===== config.mk =====
export PLATFORM = sky130hd
export DESIGN_NAME = xtal_freq_watchdog
export DESIGN_NICKNAME = d
export VERILOG_FILES = /design/src/design/xtal_det_pkg.sv /design/src/design/xtal_freq_watchdog.sv /design/src/design/osc_loss_timer.sv
export SDC_FILE = /design/constraint.sdc
export NUM_CORES = 1
export LEC_CHECK = 0
export BUFFER_PORTS_ARGS = -buffer_cell sky130_fd_sc_hd__buf_2
export CAP_MARGIN = 20
export CORE_MARGIN = 3
export CORE_UTILIZATION = 42
export CTS_BUF_LIST = sky130_fd_sc_hd__clkbuf_4
export DETAILED_ROUTE_END_ITERATION = 8
export PLACE_DENSITY = 0.59
export SETUP_SLACK_MARGIN = 0.5
export SYNTH_ARGS = -nofsm -noshare
export SYNTH_HDL_FRONTEND = slang
export SYNTH_SLANG_ARGS = --single-unit

===== constraint.sdc =====
create_clock -name I_CLK -period 2.5 [get_ports I_CLK]
set_input_delay 0.5 -clock I_CLK [delete_from_list [all_inputs] [get_ports I_CLK]]
set_output_delay 0.5 -clock I_CLK [all_outputs]
set_load 0.005 [all_outputs]

===== src/design/xtal_det_pkg.sv =====
// Contract
// RULE1: after power-on, start in 16 MHz setting
// RULE2: after about 200 us, pick 5.333 or 16
// RULE3: keep re-detecting until first good telegram
// RULE4: lock selection after first good telegram
// RULE5: force device reset when clock stops 20 us
// RULE6: watchdog reset clears lock, restarts detection
`default_nettype none
package xtal_det_pkg;

    // ==========================================================
    // timing
    localparam int CLK_MHZ = 100;
    localparam int T_DETECT_US = 200;
    localparam int T_WDOG_US = 20;
    localparam int DETECT_CYC = T_DETECT_US * CLK_MHZ;
    // shortest stop that resets is one idle cycle longer than this count
    localparam int WDOG_CYC = T_WDOG_US * CLK_MHZ;

    // ==========================================================
    // crystal rates and edge decision
    localparam int XTAL_HI_KHZ = 16000;
    localparam int XTAL_LO_KHZ = 5333;
    localparam int EDGES_HI = XTAL_HI_KHZ * T_DETECT_US / 1000;
    localparam int EDGES_LO = XTAL_LO_KHZ * T_DETECT_US / 1000;
    localparam int EDGE_THRESH = (EDGES_HI + EDGES_LO) / 2;

    // ==========================================================
    // widths and reset values
    localparam int CNT_W = 16;
    localparam logic SEL_16M_RESET = 1'h1;

    // ==========================================================
    // types
    typedef enum logic [1:0] {
        ST_DETECT = 2'h1,
        ST_LOCKED = 2'h2
    } det_state_e;

    typedef struct packed {
        logic sel_16m;
        logic locked;
        logic det_active;
        logic wdog_rst;
    } clk_ctrl_s;

endpackage : xtal_det_pkg
`default_nettype wire


===== src/design/xtal_freq_watchdog.sv =====
`timescale 1ns/10ps
`default_nettype none

module xtal_freq_watchdog
    import xtal_det_pkg::*;
#(
    parameter int DETECT_CYCLES = DETECT_CYC,
    parameter int EDGE_LIMIT = EDGE_THRESH,
    parameter int WDOG_CYCLES = WDOG_CYC
) (
    // clock and reset
    input wire logic I_CLK,
    input wire logic I_RST_B,
    // crystal oscillator, sampled
    input wire logic I_XTAL,
    // receiver: first correct telegram, pulse
    input wire logic I_TELEGRAM_OK,
    // clock generator control
    output logic O_SEL_16M,
    output logic O_LOCKED,
    output logic O_DET_ACTIVE,
    // unconditional device reset, active high level
    output logic O_WDOG_RST
);

    typedef struct packed {
        det_state_e st;
        logic [CNT_W-1:0] win_cnt;
        logic [CNT_W-1:0] edge_cnt;
        logic xtal_prev;
        clk_ctrl_s out;
    } det_s;

    det_s r;
    det_s next_r;
    logic xtal_edge;
    logic wd_timeout;

    // ==========================================================
    // oscillation edges
    assign xtal_edge = I_XTAL & ~r.xtal_prev;

    osc_loss_timer #(
        .LIMIT(WDOG_CYCLES)
    ) u_loss (
        .clk(I_CLK),
        .rst_b(I_RST_B),
        .i_edge(xtal_edge),
        .o_timeout(wd_timeout)
    );

    // ==========================================================
    // detection and lock
    always_comb begin
        next_r = r;
        next_r.xtal_prev = I_XTAL;
        next_r.out.wdog_rst = wd_timeout;
        if (wd_timeout) begin
            // RULE6: back to power-on defaults
            next_r.st = ST_DETECT;
            next_r.win_cnt = '0;
            next_r.edge_cnt = '0;
            next_r.out.sel_16m = SEL_16M_RESET;
        end else begin
            case (r.st)
                ST_DETECT: begin
                    next_r.win_cnt = r.win_cnt + CNT_W'(1);
                    if (xtal_edge) begin
                        next_r.edge_cnt = r.edge_cnt + CNT_W'(1);
                    end
                    // RULE2: decide at window end
                    if (r.win_cnt == CNT_W'(DETECT_CYCLES - 1)) begin
                        // RULE3: window restarts, choice may change
                        next_r.out.sel_16m =
                            (r.edge_cnt >= CNT_W'(EDGE_LIMIT));
                        next_r.win_cnt = '0;
                        next_r.edge_cnt = '0;
                    end
                    // RULE4: good telegram freezes choice
                    if (I_TELEGRAM_OK) begin
                        next_r.st = ST_LOCKED;
                        next_r.out.sel_16m = r.out.sel_16m;
                        next_r.win_cnt = '0;
                        next_r.edge_cnt = '0;
                    end
                end
                ST_LOCKED: begin
                    // bursts are ignored here by design
                end
                default: begin
                    next_r.st = ST_DETECT;
                end
            endcase
        end
        next_r.out.locked = (next_r.st == ST_LOCKED);
        next_r.out.det_active = (next_r.st == ST_DETECT);
    end

    always_ff @(posedge I_CLK or negedge I_RST_B) begin
        if (!I_RST_B) begin
            // RULE1: 16 MHz default
            r <= '{st: ST_DETECT, win_cnt: '0, edge_cnt: '0,
                   xtal_prev: 1'h0,
                   out: '{sel_16m: SEL_16M_RESET, locked: 1'h0,
                          det_active: 1'h1, wdog_rst: 1'h0}};
        end else begin
            r <= next_r;
        end
    end

    assign O_SEL_16M = r.out.sel_16m;
    assign O_LOCKED = r.out.locked;
    assign O_DET_ACTIVE = r.out.det_active;
    assign O_WDOG_RST = r.out.wdog_rst;

endmodule // xtal_freq_watchdog

`default_nettype wire


===== src/design/osc_loss_timer.sv =====
`timescale 1ns/10ps
`default_nettype none

module osc_loss_timer
    import xtal_det_pkg::*;
#(
    parameter int LIMIT = WDOG_CYC
) (
    // clock and reset
    input wire logic clk,
    input wire logic rst_b,
    // oscillation activity
    input wire logic i_edge,
    // loss indication, level
    output logic o_timeout
);

    typedef struct packed {
        logic [CNT_W-1:0] cnt;
        logic timeout;
    } tmr_s;

    tmr_s r;
    tmr_s next_r;

    // ==========================================================
    // idle counter
    always_comb begin
        next_r = r;
        // RULE5: count idle cycles
        if (i_edge) begin
            next_r.cnt = '0;
            next_r.timeout = 1'h0;
        end else if (r.cnt >= CNT_W'(LIMIT)) begin
            // saturate: reset held until oscillation returns
            next_r.timeout = 1'h1;
        end else begin
            next_r.cnt = r.cnt + CNT_W'(1);
        end
    end

    always_ff @(posedge clk or negedge rst_b) begin
        if (!rst_b) begin
            r <= '0;
        end else begin
            r <= next_r;
        end
    end

    assign o_timeout = r.timeout;

endmodule // osc_loss_timer

`default_nettype wire


==> results_dict.tcl <==
set metrics [dict create \
    h-tree-depth 2 \
    antenna_found_initial 0 \
    period_minus_slack_ps 2220 \
    drc 0 \
    cp_num_cells 6 \
    path_delay_family "simple AND/OR/NAND/NOR gates" \
    worstPathCellList "or4_4 > or4_4 > buf_4 > a211oi_2 > xnor2_1 > nor2_1" \
    status "complete, no violations" \
    dr_wl_met2_um 2910 \
    firstDrtPassIters 4 \
    hold_viol 0 \
    cts_root_buffer "clkbuf_4" \
    worstPathArrival_ps 2530 \
    maxCapViolations 0 \
    wl_per_cell_um 15.6 \
    synthTopCellsByArea "dfrtp_1 46%, o21ai_0 4.7%, nor2_1 4.3%" \
    sw_frac_of_total_pct 36.9 \
    p_int_mw 1.34 \
    synth_area_um2 2890 \
    clk_latency_ps 390 \
    ys_seq_area_share_pct 48.6 \
    ys_ff_latch 56 \
    die_x_um 89.0 \
    setup_tns_ps 0 \
    critPathLaunch "r[29]" \
    grt_max_degree 57 \
    drive_above_1_share_pct 23.5 \
    synth_top_family_by_area "simple AND/OR/NAND/NOR gates" \
    io_buffers 7 \
    worstSetupPathType "reg -> reg" \
    r2r_cells 6 \
    pwr-share-comb_pct 29.6 \
    reg2reg_from "r[29]" \
    synth_edf_count 0 \
    dp_slack_ps 141 \
    synthCells 312 \
    end_kind "flip-flop" \
    synth-xor-area-share_pct 3.94 \
    cp.required_ps 2810 \
    core-area_um2 6490 \
    synth_nets 324 \
    grt_use_total_pct 18.2 \
    crit_top_cell "or4_4" \
    power_density_nw_per_um2 615 \
    drt_wl_total_um 6570 \
    synth_area_per_cell_um2 9.26 \
    critPathMaxStageDelay_ps 580 \
    synth_top_area_share_pct 45.9 \
    syn2layout_area_growth_pct 19.7 \
    gp_congestion 0.813 \
    cts_tree "yes" \
    die_h_um 89.0 \
    setup_viol 0 \
    dr.first_iter.drc_count 225 \
    worstMarginPinSlew_ps 700 \
    vias_per_cell 5.65 \
    placementRows 29 \
    clock_sinks 56 \
    highest_layer "met4" \
    switchingPower_mw 0.786 \
    setup_slack_ps 284 \
    synthSimpleGateAreaFrac_pct 24.1 \
    grt_pass1_wl_um 11200 \
    synth_cell_types 42 \
    path_max_fanout 6 \
    fin_skew_ps 27.0 \
    min_path_type "in -> async" \
    rsz0062_at_grt "true" \
    initial_core_util_pct 44.5 \
    reg2reg_to "r[18]" \
    p_leak_nw 1.49 \
    clkPwrFrac_pct 19.9 \
    synth_flop_cell "dfrtp_1" \
    reg2reg_slack_ps 280 \
    grt_pass1_vias 2254 \
    wl_met1_um 3340 \
    met3_length_um 244 \
    slew_violations 0 \
    crit_slowest_cell "or4_4" \
    synth_compound_area_share_pct 15.3 \
    cts_max_path_buffers 2 \
    hpwlAfterDp_um 4360 \
    cp-start-kind "flip-flop" \
    nNetsFinal 356 \
    yosys.area.top_type "dfrtp_1" \
    synthArstFlopShare_pct 100 \
    io_pins 8 \
    grt_overflow 0 \
    ant_nets 0 \
    synthMuxAreaShare_pct 1.04 \
    max_freq_mhz 451 \
    dieArea_um2 7910 \
    clk_pin_slew_ps 190 \
    cts-buffers-inserted 5 \
    max_slew_margin_pct 53.3 \
    vias 2383 \
    peakVddDrop_v 0.000471 \
    critPathBufInv 1 \
    critPathCapture "r[18]" \
    whs_ps 197 \
    antennaDiodeCount 0 \
    seqPwrFrac_pct 50.5 \
    yosys.area_share.adder_pct 3.46 \
    yosysWarnings 0 \
    layout_worst_path_cycle_share_pct 88.7 \
]
==> logic make-up after synthesis <==
family	after synthesis
AND/OR/NAND/NOR	137
AO/OA/AOI/OAI	68
flip-flops	56
buffers and inverters	27
XOR/XNOR	13
adder cells (fa/ha/maj)	8
multiplexers	3
==> worst min-delay path by stage <==
| stage | cells after the start | start | to | slack, ps |
|---|---|---|---|---|
| 6_report | 2 | I_RST_B | r[31] | 200 |
| 5_1_grt | 2 | I_RST_B | r[32] | 230 |
| 4_1_cts | 2 | I_RST_B | r[32] | 230 |
| 3_5_place_dp | 1 | u_loss.r[13] | u_loss.r[13] | 470 |
| 3_3_place_gp | 1 | r[36] | r[36] | 470 |
| 2_1_floorplan | 0 | I_RST_B | O_LOCKED | 200 |
==> worst register-to-register path: stages, from the launching register on <==
cell	delay, ps
dfrtp_1	420
or4_4	550
or4_4	580
buf_4	160
a211oi_2	220
xnor2_1	140
nor2_1	50
==> metrics by stage <==
stage                     std cells  utilization (%)  area [um^2]  total power, mW
after floorplan                 312                -         2900             1.44
final                           422             53.3         3460             2.13
after global routing            422             53.3         3460             2.29
after CTS                       417             50.5         3280             2.10
after detailed placement        398             47.6         3090             1.64
after global placement          398             47.6         3090             1.63
==> power by group through the flow <==
| stage | logic (mW) | registers, mW | clock network (mW) |
|---|---|---|---|
| 4_1_cts | 0.573 | 1.08 | 0.449 |
| 3_3_place_gp | 0.539 | 1.09 | 0 |
| 6_report | 0.631 | 1.07 | 0.424 |
| 3_5_place_dp | 0.544 | 1.09 | 0 |
| 5_1_grt | 0.715 | 1.09 | 0.491 |
| 2_1_floorplan | 0.364 | 1.07 | 0 |
==> repair_timing <==
item	in CTS	in global routing
resized for setup	22	33
buffers inserted	10	5
gates cloned	1	0
endpoints found under the setup margin	30	38
hold endpoints to repair	0	0
hold buffers	0	0
pin swaps	9	16
==> layer usage <==
metal  vias to the layer above  global-route usage, %
met5                         -                      0
met3                         6                   3.96
met1                      1145                   28.3
met2                        44                   25.3
li1                       1188                      -
met4                         0                   5.41
==> cell usage after synthesis, types with 9 or more instances <==
| cell type | instances |
|---|---|
| nand3_1 | 21 |
| clkbuf_1 | 9 |
| nand2_1 | 21 |
| xnor2_1 | 11 |
| dfrtp_1 | 53 |
| o21ai_0 | 27 |
| nor3_1 | 13 |
| a21oi_1 | 11 |
| nand4_1 | 9 |
| nor2_1 | 33 |
| inv_1 | 16 |
==> registers in the layout, indices dropped and copies added (netlist names) <==
name and cells:
r 35, O_WDOG_RST 1, O_SEL_16M 1, u_loss.r 16, O_LOCKED 1, O_DET_ACTIVE 1
u_loss.o_timeout 1
==> cell type report <==
cell class,instances,area [um^2]
fillers,605,3030
flip-flops and latches,56,1410
multi-input cells,230,1570
well taps,77,96.3
clock inverters,3,25.0
clock buffers,5,37.5
inverters,16,60.1
repair buffers,35,272
==> cell usage in the layout (no fill, tap or decap), types with 6 or more instances in the layout <==
master / n
o31ai_1: 8
buf_6: 7
and2_1: 6
xnor2_1: 11
nand2_1: 18
nand3_1: 20
nor2_1: 31
ha_1: 8
o21ai_1: 13
o21ai_0: 10
buf_4: 21
a21oi_1: 9
dfrtp_1: 53
nor3_1: 9
inv_1: 16
nand4_1: 9
buf_2: 7
(Power assumes the default switching activity.)
